### src/logic/rfc_cfg.svh
// register map, field positions, reset values and widths of the converter control block
`ifndef RFC_CFG_SVH
`define RFC_CFG_SVH
`define CNT_W 24
`define CNT_MAX 24'hFFFFFF
`define CNT_ZERO 24'h000000
`define CNT_ONE 24'h000001
`define OFS_CLK 8'h00
`define OFS_CTL 8'h04
`define OFS_TRG 8'h08
`define OFS_FLG 8'h0C
`define OFS_MC 8'h10
`define OFS_TC 8'h14
`define CLK_SRC_BIT 0
`define CLK_DIV_LSB 4
`define CLK_GATE_BIT 8
`define CTL_EN_BIT 0
`define CTL_EVT_BIT 1
`define CTL_CON_BIT 2
`define TRG_REF_BIT 0
`define TRG_SA_BIT 1
`define TRG_SB_BIT 2
`define FLG_REF_BIT 0
`define FLG_TCOV_BIT 1
`define FLG_MCOV_BIT 2
`define FLG_SA_BIT 3
`define FLG_SB_BIT 4
`define FLG_W 5
`define SRC_RST 1'b1
`define DIV_RST 2'h0
`define DIV_W 2
`define PRE_W 3
`define PRE_M1 3'h0
`define PRE_M2 3'h1
`define PRE_M4 3'h3
`define PRE_M8 3'h7
`endif

### src/logic/rfc_pkg.sv
// types shared by the converter control block
package rfc_pkg;
  typedef enum logic [1:0] {
    ST_IDLE = 2'b00,
    ST_REF = 2'b01,
    ST_SENA = 2'b10,
    ST_SENB = 2'b11
  } osc_state_t;
  typedef struct packed {
    logic o;
    logic oe;
  } pin_drv_t;
endpackage

### src/logic/res_freq_converter.sv
// resistance-to-frequency converter: time base clock, counters, oscillation control, pins
//
// Implementation choices: the placing of the registers and strobed register access.
`timescale 1ns/1ps
`include "rfc_cfg.svh"
module res_freq_converter
  import rfc_pkg::*;
#(
  parameter int ADDR_W = 8
)(
  // clock and reset
  input wire logic clk,
  input wire logic rst,
  // register port
  input wire logic [ADDR_W-1:0] addr,
  input wire logic [31:0] wdata,
  input wire logic wr,
  input wire logic rd,
  output logic [31:0] rdata,
  // oscillator sources
  input wire logic low_speed_osc,
  input wire logic high_speed_osc,
  input wire logic cr_osc_clock,
  // port function select
  input wire logic conv_pin_sel,
  // converter pins
  input wire logic osc_input_pin_in,
  output pin_drv_t osc_input_pin,
  output pin_drv_t sensor_a_pin,
  output pin_drv_t sensor_b_pin,
  output pin_drv_t reference_pin,
  output logic osc_monitor_out
);
  logic tb_source_select_r, tb_clock_gate_on_r, conv_en_r;
  logic external_count_mode_r, continuous_osc_on_r;
  logic [`DIV_W-1:0] tb_divider_ratio_r;
  osc_state_t state_r, state_nxt;
  logic [`FLG_W-1:0] flags_r, flag_set;
  logic [`CNT_W-1:0] measure_counter_r, time_base_counter_r;
  logic [`PRE_W-1:0] pre_r, pre_mask;
  logic ls_prev_r, hs_prev_r, osc_prev_r, osc_src, osc_edge, ls_edge, hs_edge;
  logic time_base_clock, running, sensing, mc_wrap, tc_wrap, tc_zero, auto_stop;
  logic wr_clk, wr_ctl, wr_trg, wr_flg, wr_mc, wr_tc;

  assign wr_clk = wr && (addr == ADDR_W'(`OFS_CLK));
  assign wr_ctl = wr && (addr == ADDR_W'(`OFS_CTL));
  assign wr_trg = wr && (addr == ADDR_W'(`OFS_TRG));
  assign wr_flg = wr && (addr == ADDR_W'(`OFS_FLG));
  assign wr_mc = wr && (addr == ADDR_W'(`OFS_MC));
  assign wr_tc = wr && (addr == ADDR_W'(`OFS_TC));

  // edge detection of the synchronous clock sources
  always_ff @(posedge clk or posedge rst)
  begin
    if (rst)
    begin
      ls_prev_r <= 1'b0;
      hs_prev_r <= 1'b0;
      osc_prev_r <= 1'b0;
    end
    else
    begin
      ls_prev_r <= low_speed_osc;
      hs_prev_r <= high_speed_osc;
      osc_prev_r <= osc_src;
    end
  end

  assign ls_edge = low_speed_osc && !ls_prev_r;
  assign hs_edge = high_speed_osc && !hs_prev_r;
  assign osc_src = external_count_mode_r ? osc_input_pin_in : cr_osc_clock;
  assign osc_edge = osc_src && !osc_prev_r;

  always_comb
  begin
    unique case (tb_divider_ratio_r)
      2'h0: pre_mask = `PRE_M1;
      2'h1: pre_mask = `PRE_M2;
      2'h2: pre_mask = `PRE_M4;
      2'h3: pre_mask = `PRE_M8;
    endcase
  end

  // high-speed prescaler, frozen while the gate is off
  always_ff @(posedge clk or posedge rst)
  begin
    if (rst)
      pre_r <= `PRE_M1;
    else if (tb_clock_gate_on_r && !tb_source_select_r && hs_edge)
      pre_r <= pre_r + 3'h1;
  end

  assign time_base_clock = tb_clock_gate_on_r && (tb_source_select_r ? ls_edge
    : (hs_edge && ((pre_r & pre_mask) == pre_mask)));

  // configuration registers
  always_ff @(posedge clk or posedge rst)
  begin
    if (rst)
    begin
      tb_source_select_r <= `SRC_RST;
      tb_divider_ratio_r <= `DIV_RST;
      tb_clock_gate_on_r <= 1'b0;
      conv_en_r <= 1'b0;
      external_count_mode_r <= 1'b0;
      continuous_osc_on_r <= 1'b0;
    end
    else if (wr_clk)
    begin
      tb_source_select_r <= wdata[`CLK_SRC_BIT];
      tb_divider_ratio_r <= wdata[`CLK_DIV_LSB +: `DIV_W];
      tb_clock_gate_on_r <= wdata[`CLK_GATE_BIT];
    end
    else if (wr_ctl)
    begin
      conv_en_r <= wdata[`CTL_EN_BIT];
      external_count_mode_r <= wdata[`CTL_EVT_BIT];
      continuous_osc_on_r <= wdata[`CTL_CON_BIT];
    end
  end

  // stop conditions, shared by internal and external modes
  assign running = state_r != ST_IDLE;
  assign sensing = (state_r == ST_SENA) || (state_r == ST_SENB);
  assign mc_wrap = running && osc_edge && (measure_counter_r == `CNT_MAX);
  assign tc_wrap = (state_r == ST_REF) && time_base_clock && (time_base_counter_r == `CNT_MAX);
  assign tc_zero = sensing && time_base_clock && (time_base_counter_r == `CNT_ONE);
  assign auto_stop = !continuous_osc_on_r && (mc_wrap || tc_wrap || tc_zero);

  always_comb
  begin
    state_nxt = state_r;
    if (wr_trg)
    begin
      unique case (state_r)
        ST_IDLE:
        begin
          if (conv_en_r && wdata[`TRG_REF_BIT])
            state_nxt = ST_REF;
          else if (conv_en_r && wdata[`TRG_SA_BIT])
            state_nxt = ST_SENA;
          else if (conv_en_r && wdata[`TRG_SB_BIT])
            state_nxt = ST_SENB;
        end
        ST_REF: if (!wdata[`TRG_REF_BIT]) state_nxt = ST_IDLE;
        ST_SENA: if (!wdata[`TRG_SA_BIT]) state_nxt = ST_IDLE;
        ST_SENB: if (!wdata[`TRG_SB_BIT]) state_nxt = ST_IDLE;
      endcase
    end
    if (auto_stop)
      state_nxt = ST_IDLE;
  end

  always_ff @(posedge clk or posedge rst)
  begin
    if (rst)
      state_r <= ST_IDLE;
    else
      state_r <= state_nxt;
  end

  // five sticky causes, cleared by writing 1, set wins
  always_comb
  begin
    flag_set = '0;
    flag_set[`FLG_REF_BIT] = (state_r == ST_REF) && mc_wrap;
    flag_set[`FLG_TCOV_BIT] = tc_wrap;
    flag_set[`FLG_MCOV_BIT] = sensing && mc_wrap;
    flag_set[`FLG_SA_BIT] = (state_r == ST_SENA) && tc_zero;
    flag_set[`FLG_SB_BIT] = (state_r == ST_SENB) && tc_zero;
  end

  always_ff @(posedge clk or posedge rst)
  begin
    if (rst)
      flags_r <= '0;
    else
      flags_r <= (flags_r & ~(wr_flg ? wdata[`FLG_W-1:0] : '0)) | flag_set;
  end

  // 24-bit counters; software load wins over counting
  always_ff @(posedge clk or posedge rst)
  begin
    if (rst)
      measure_counter_r <= `CNT_ZERO;
    else if (wr_mc)
      measure_counter_r <= wdata[`CNT_W-1:0];
    else if (running && osc_edge)
      measure_counter_r <= measure_counter_r + `CNT_ONE;
  end

  always_ff @(posedge clk or posedge rst)
  begin
    if (rst)
      time_base_counter_r <= `CNT_ZERO;
    else if (wr_tc)
      time_base_counter_r <= wdata[`CNT_W-1:0];
    else if ((state_r == ST_REF) && time_base_clock)
      time_base_counter_r <= time_base_counter_r + `CNT_ONE;
    else if (sensing && time_base_clock)
      time_base_counter_r <= time_base_counter_r - `CNT_ONE;
  end

  // read port, data one cycle after the strobe
  always_ff @(posedge clk or posedge rst)
  begin
    if (rst)
      rdata <= '0;
    else if (rd)
    begin
      rdata <= '0;
      unique case (addr)
        ADDR_W'(`OFS_CLK):
        begin
          rdata[`CLK_SRC_BIT] <= tb_source_select_r;
          rdata[`CLK_DIV_LSB +: `DIV_W] <= tb_divider_ratio_r;
          rdata[`CLK_GATE_BIT] <= tb_clock_gate_on_r;
        end
        ADDR_W'(`OFS_CTL):
        begin
          rdata[`CTL_EN_BIT] <= conv_en_r;
          rdata[`CTL_EVT_BIT] <= external_count_mode_r;
          rdata[`CTL_CON_BIT] <= continuous_osc_on_r;
        end
        ADDR_W'(`OFS_TRG):
        begin
          rdata[`TRG_REF_BIT] <= state_r == ST_REF;
          rdata[`TRG_SA_BIT] <= state_r == ST_SENA;
          rdata[`TRG_SB_BIT] <= state_r == ST_SENB;
        end
        ADDR_W'(`OFS_FLG): rdata[`FLG_W-1:0] <= flags_r;
        ADDR_W'(`OFS_MC): rdata[`CNT_W-1:0] <= measure_counter_r;
        ADDR_W'(`OFS_TC): rdata[`CNT_W-1:0] <= time_base_counter_r;
        default: rdata <= '0;
      endcase
    end
  end

  // pin drivers and monitor output
  always_ff @(posedge clk or posedge rst)
  begin
    if (rst)
    begin
      osc_input_pin <= '0;
      sensor_a_pin <= '0;
      sensor_b_pin <= '0;
      reference_pin <= '0;
      osc_monitor_out <= 1'b0;
    end
    else
    begin
      osc_monitor_out <= running && osc_src;
      osc_input_pin.o <= 1'b0;
      osc_input_pin.oe <= conv_pin_sel && !running;
      reference_pin.o <= cr_osc_clock;
      reference_pin.oe <= conv_pin_sel && !external_count_mode_r && (state_r == ST_REF);
      sensor_a_pin.o <= cr_osc_clock;
      sensor_a_pin.oe <= conv_pin_sel && !external_count_mode_r && (state_r == ST_SENA);
      sensor_b_pin.o <= cr_osc_clock;
      sensor_b_pin.oe <= conv_pin_sel && !external_count_mode_r && (state_r == ST_SENB);
    end
  end
endmodule

### config.mk
export PLATFORM = sky130hd
export DESIGN_NAME = res_freq_converter
export DESIGN_NICKNAME = d
export VERILOG_FILES = /design/src/logic/rfc_pkg.sv /design/src/logic/res_freq_converter.sv
export VERILOG_INCLUDE_DIRS = /design/src /design/src/logic
export SDC_FILE = /design/constraint.sdc
export NUM_CORES = 1
export LEC_CHECK = 0
export BUFFER_PORTS_ARGS = -buffer_cell sky130_fd_sc_hd__buf_4
export CAP_MARGIN = 20
export CORE_ASPECT_RATIO = 1.4
export CORE_MARGIN = 3
export CORE_UTILIZATION = 45
export DETAILED_ROUTE_END_ITERATION = 7
export PLACE_DENSITY = 0.66
export SLEW_MARGIN = 20
export SYNTH_ARGS = -nofsm -noshare
export SYNTH_HDL_FRONTEND = slang
export SYNTH_SLANG_ARGS = --single-unit
### constraint.sdc
create_clock -name clk -period 9.7 [get_ports clk]
set_input_delay 2.91 -clock clk [delete_from_list [all_inputs] [get_ports clk]]
set_output_delay 2.91 -clock clk [all_outputs]
set_load 0.1 [all_outputs]
Yosys cells after proc, flatten, opt, wreduce, memory -nomap -nowiden
Cells that the tools add are included.
Widths: inputs -> output; s select.
{"block": "word_totals", "register_bits": 98, "latchBits": 0, "ram_bits": 0, "mem_bits_ro": 0, "in_bits": 49, "out_inout_bits": 41, "wordCells": 127, "memories": 0}
{"block": "classes", "n_addsub": 4, "multipliers": 0, "div_mod_pow": 0, "order_cmp": 0, "n_eq_ne": 19, "n_shift": 0, "mux": 26, "bitwise_logic": 5, "n_reduce_logical": 52}
{"cell": "$mux 24", "n": 5}
{"cell": "$add 24x1->24 const B", "n": 2}
{"cell": "$eq 24x24->1 const B", "n": 2}
{"cell": "$logic_and 1x1->1", "n": 33}
{"cell": "$pmux 15 s2", "n": 1}
{"cell": "$eq 24x1->1 const B", "n": 1}
{"cell": "$sub 24x1->24 const B", "n": 1}
{"cell": "$eq 8x4->1 const B", "n": 2}
{"cell": "$eq 8x5->1 const B", "n": 2}
{"cell": "$mux 2", "n": 8}
{"cell": "$pmux 3 s4", "n": 1}
{"cell": "$pmux 2 s5", "n": 1}
{"cell": "$ne 3x3->1 const B", "n": 3}
{"cell": "$pmux 1 s3", "n": 3}
{"cell": "$eq 2x2->1 const B", "n": 4}
{"cell": "$eq 8x3->1 const B", "n": 1}
{"cell": "$logic_not 8->1", "n": 1}
{"cell": "$pmux 2 s4", "n": 1}
{"cell": "$logic_not 1->1", "n": 7}
{"cell": "$pmux 1 s6", "n": 1}
{"cell": "$reduce_bool 2->1", "n": 3}
{"cell": "$and 5x5->5", "n": 1}
{"cell": "$mux 5", "n": 1}
{"cell": "$ne 5x5->1 const B", "n": 1}
{"cell": "other kinds (15)", "n": 20}

Depth between registers and ports, before layout
{"block": "logic_depth", "ltp_word": 14, "ltp_mapped": 9, "mapped_depth_nobuf": 8}

Least setup slack after synthesis
No wires, ideal clock.
{"block": "synth_timing", "path_type": "input -> register", "start": "input port high_speed_osc", "end": "register time_base_counter_r[23]", "setup_time_ns": 0.125, "arrival_time_ns": 4.592, "required_time_ns": 9.575, "setup_slack_ns": 4.983, "path_stages": 8, "path_buffers": 1, "cell_sequence": "nor3b_1 > and2_1 > a32oi_1 > buf_2 > nor4_2 > o22ai_1 > xnor2_1 > mux2_2"}
{"block": "synth_between", "elab_chain_cells": 7, "elab_cells_between_ends": 9, "cone_classes": "mux (3); reduce/logical (6)"}
{"element": "start: declaration", "line_no": "res_freq_converter.sv:22", "rtl": "input wire logic high_speed_osc,"}
{"element": "$logic_and 1x1->1 *", "line_no": "res_freq_converter.sv:70", "rtl": "assign hs_edge = high_speed_osc && !hs_prev_r;"}
{"element": "$logic_and 1x1->1 *", "line_no": "res_freq_converter.sv:94", "rtl": ": (hs_edge && ((pre_r & pre_mask) == pre_mask)));"}
{"element": "$mux 1 *", "line_no": "res_freq_converter.sv:93", "rtl": "assign time_base_clock = tb_clock_gate_on_r && (tb_source_select_r ? ls_edge"}
{"element": "$logic_and 1x1->1 *", "line_no": "res_freq_converter.sv:93"}
{"element": "$logic_and 1x1->1", "line_no": "res_freq_converter.sv:198", "rtl": "else if ((state_r == ST_REF) && time_base_clock)"}
{"element": "$mux 24", "line_no": "res_freq_converter.sv:198"}
{"element": "$mux 24", "line_no": "res_freq_converter.sv:196", "rtl": "else if (wr_tc)"}
{"element": "end signal: assignment", "line_no": "res_freq_converter.sv:195", "rtl": "time_base_counter_r <= `CNT_ZERO;"}
{"element": "end signal: assignment", "line_no": "res_freq_converter.sv:197", "rtl": "time_base_counter_r <= wdata[`CNT_W-1:0];"}
{"element": "end signal: assignment", "line_no": "res_freq_converter.sv:199", "rtl": "time_base_counter_r <= time_base_counter_r + `CNT_ONE;"}
{"element": "end: declaration", "line_no": "res_freq_converter.sv:39", "rtl": "logic [`CNT_W-1:0] measure_counter_r, time_base_counter_r;"}
Every way passes the cells marked *; elsewhere a longest branch is shown, timed or not.
A chain may end at the register's enable or synchronous reset.

Final worst setup path
{"block": "layout_timing", "start": "input port addr[1]", "end": "register time_base_counter_r[12]"}
{"block": "layout_between", "elab_chain_cells": 3, "elab_cells_between_ends": 4, "cone_classes": "eq/ne (1); mux (1); reduce/logical (2)"}
{"element": "start: declaration", "line_no": "res_freq_converter.sv:15", "rtl": "input wire logic [ADDR_W-1:0] addr,"}
{"element": "$eq 8x5->1 *", "line_no": "res_freq_converter.sv:50", "rtl": "assign wr_tc = wr && (addr == ADDR_W'(`OFS_TC));"}
{"element": "$logic_and 1x1->1 *", "line_no": "res_freq_converter.sv:50"}
{"element": "$reduce_bool 3->1 (no line) or $mux 24 (tied branches)"}
Marks and branches as above.

==> results by group <==
Status
  – Status: completed

Route
  – Vias: 5,024
  – ANT nets after route: 0
  – Drt drc: 0
  – Avg Vias per Cell: 5.95
  – Wire length per cell: 18.5 um
  – Final WL: 15.6 mm
  – DRT iter0 DRCs: 369
  – Pre-antenna DRT Iters: 5

GRT
  – Pin count of the biggest net entering global routing: 67
  – First-pass GRT wire length: 25.0 mm
  – Grt met2 use: 0.373
  – Antenna violations before repair: 0
  – Most Crowded Layer GR: met2
  – Vias in the first global route: 4,787
  – Met3 Use GR: 0.0277
  – Overall Global Routing Usage: 0.224
  – Grt met1 use: 0.305
  – GRT Residual Overflow: 0

Placed design
  – Placed cell area: 6270 sq um
  – IO buf count: 72
  – Hpwl dp: 11.4 mm
  – RD Place Congestion: 0.881

Cells and area
  – Final instance area: 6580 sq um
  – Area Growth Syn to Fin: 15.4%
  – FF/Latch Area: 2450 sq um
  – Number of fill cells in the layout: 1,163
  – Area of the multi-input gates: 2990 sq um
  – # diodes: 0
  – Share of layout cells above drive strength 1: 0.179
  – Final nets: 743
  – Commonest non-fill, non-tap cell in the layout: nor2_1
  – Most frequent cells in the layout: 101 x nor2_1, 97 x dfrtp_1, 78 x buf_4, 50 x nand2_1, 48 x a21oi_1

Timing
  – Endpoints failing setup: 0
  – RSZ-0062 raised after global routing: false
  – Worst slew pin tran: 1.09 ns
  – Setup TNS after final layout: 0 ns
  – Clk_skew: 0.00589 ns
  – Peak Freq: 0.201 GHz
  – Rel. slew slack: 0.269
  – Final Critical Period: 4.98 ns
  – Final period utilization: 0.514
  – Final hold vios: 0
  – Slew Viols, Final: 0

Die
  – Ports: 90
  – Core box area: 12,400 sq um
  – Die Height: 139 um
  – DIE WIDTH: 101 um
  – Die area: 14,100 sq um
  – Row count: 48
  – Starting Density: 0.461

Worst setup path
  – Max stage delay cell, worst path: and2_1
  – WP data arrival: 5.17 ns
  – Critical path class: primary input to flip-flop
  – Slowest cell delay on critical path: 0.85 ns
  – Crit Path Max Fanout: 28
  – Type of origin of the critical path: primary input
  – Worst-path cell chain: buf_4, or3b_1, nor4b_4, buf_4, and2_1, o21ai_0
  – RR Startpoint: time_base_counter_r[15]
  – Crit path from: addr[1]
  – Worst endpoint required time: 9.89 ns
  – Most frequent CP cell: buf_4
  – Worst Setup End Kind: flip-flop

Synth
  – Yosys Warn Count: 0
  – Sequential element share of the synthesized area: 0.431
  – Synth Flop Type: dfrtp_1
  – EDFF count, synth: 0
  – Seq cells post-synth: 98
  – Synthesized area per cell: 8.88 sq um
  – Synth Instances: 642
  – Yosys cell types: 70
  – Cell Area, Synth: 5700 sq um
  – Fraction of registers with async set or reset after synthesis: 1.00

Clocking
  – Clk pin slew, worst setup/hold paths: 0.07 ns
  – CTS tree: built
  – # resized after CTS: 0
  – Max clock buf depth: 2
  – Clk_lat worst skew: 0.35 ns
  – CTS H-tree depth: 3
  – Clock sinks: 98
  – CTS Hold Bufs: 0
  – Post-CTS setup buffer count: 0
  – Cts bufs inserted: 9
  – CTS Root Cell: clkbuf_16

Power and ir drop
  – VDD IR max: 108 uV
  – Pwr dens: 154 nW/um^2
  – Leak Pwr: 2.81 nW

Min path
  – Min-Delay Path Class: flip-flop to flip-flop
  – HP Start: flags_r[1]

Run
  – Max Cap Viol: 0
final timing paths:
kind                                                 to  slack [ns]  depth (start not counted)
worst max-delay path            time_base_counter_r[12]        4.72                          6
worst min-delay path                         flags_r[1]        0.49                          1
worst max register to register               state_r[0]        6.89                          6
worst min register to register               flags_r[1]        0.49                          1
max in group asynchronous                     ls_prev_r        5.96                          3
min in group asynchronous                     rdata[14]        2.57                          2
final cells by class:
class | count | area share
Multi-Input combinational cell | 488 | 0.455
Sequential cell | 98 | 0.373
Timing Repair Buffer | 78 | 0.0890
Clock buffer | 9 | 0.0342
Tap cell | 150 | 0.0285
Clock inverter | 7 | 0.0118
Inverter | 14 | 0.00837
power breakdown:
| group | leakage [nW] | switching [mW] | internal [mW] |
|---|---|---|---|
| registers | 1.30 | 0.0330 | 0.434 |
| logic | 1.37 | 0.127 | 0.0561 |
| clock network | 0.140 | 0.163 | 0.202 |
| total | 2.81 | 0.323 | 0.693 |
state kept, by name, summed over array words and instances, names as in the netlist, 2 cells and up:
name	flops
time_base_counter_r	24
pre_r	3
rdata	24
reference_pin	2
measure_counter_r	24
tb_divider_ratio_r	2
state_r	2
flags_r	5
worst max-delay path: cells and delay by family:
kind | cells | cell delay, ns
AO/OA/AOI/OAI | 1 | 0.22
AND/OR/NAND/NOR | 3 | 1.57
buffers and inverters | 2 | 0.45
routing by layer:
layer / wire (um) / up-vias
li1: - / 2372
met1: 6490 / 2419
met2: 7910 / 210
met3: 936 / 23
met4: 232 / 0
met5: 0 / -
cell families after synthesis:
logic type | Yosys count | share of synthesized area
AOI/OAI and AO/OA | 140 | 0.162
xor gates and xnor gates | 44 | 0.0676
adders and majority gates | 5 | 0.0110
buffers and inverters | 64 | 0.0527
DFF | 98 | 0.431
muxes | 15 | 0.0288
other | 1 | 0.000658
and+or+nand+nor | 275 | 0.246
Yosys cell counts, types with 10 or more instances:
master / instances / area share
a21oi_1: 48 / 0.042
a221oi_1: 20 / 0.031
and2_1: 10 / 0.011
buf_4: 11 / 0.014
clkbuf_1: 28 / 0.018
dfrtp_1: 97 / 0.43
inv_1: 14 / 0.0092
mux2_2: 11 / 0.022
nand2_1: 50 / 0.033
nand3_1: 26 / 0.023
nand4_1: 12 / 0.013
nor2_1: 101 / 0.067
nor3_1: 15 / 0.013
o21ai_0: 20 / 0.018
xnor2_1: 18 / 0.028
xor2_1: 26 / 0.040
stage by stage:
| step | util | hold slack (ns) | setup WS [ns] | power, mW | cells |
|---|---|---|---|---|---|
| after global routing | 0.532 | 0.506 | 4.51 | 1.05 | 844 |
| after CTS | 0.532 | 0.484 | 4.68 | 1.02 | 844 |
| after global placement | 0.507 | 0.461 | 4.35 | 0.654 | 828 |
| final | 0.532 | 0.490 | 4.72 | 1.02 | 844 |
| after detailed placement | 0.507 | 0.469 | 4.32 | 0.659 | 828 |
| after floorplan | - | 0.445 | 4.23 | 0.608 | 650 |
Note: power is estimated with default switching activity, not from simulation.
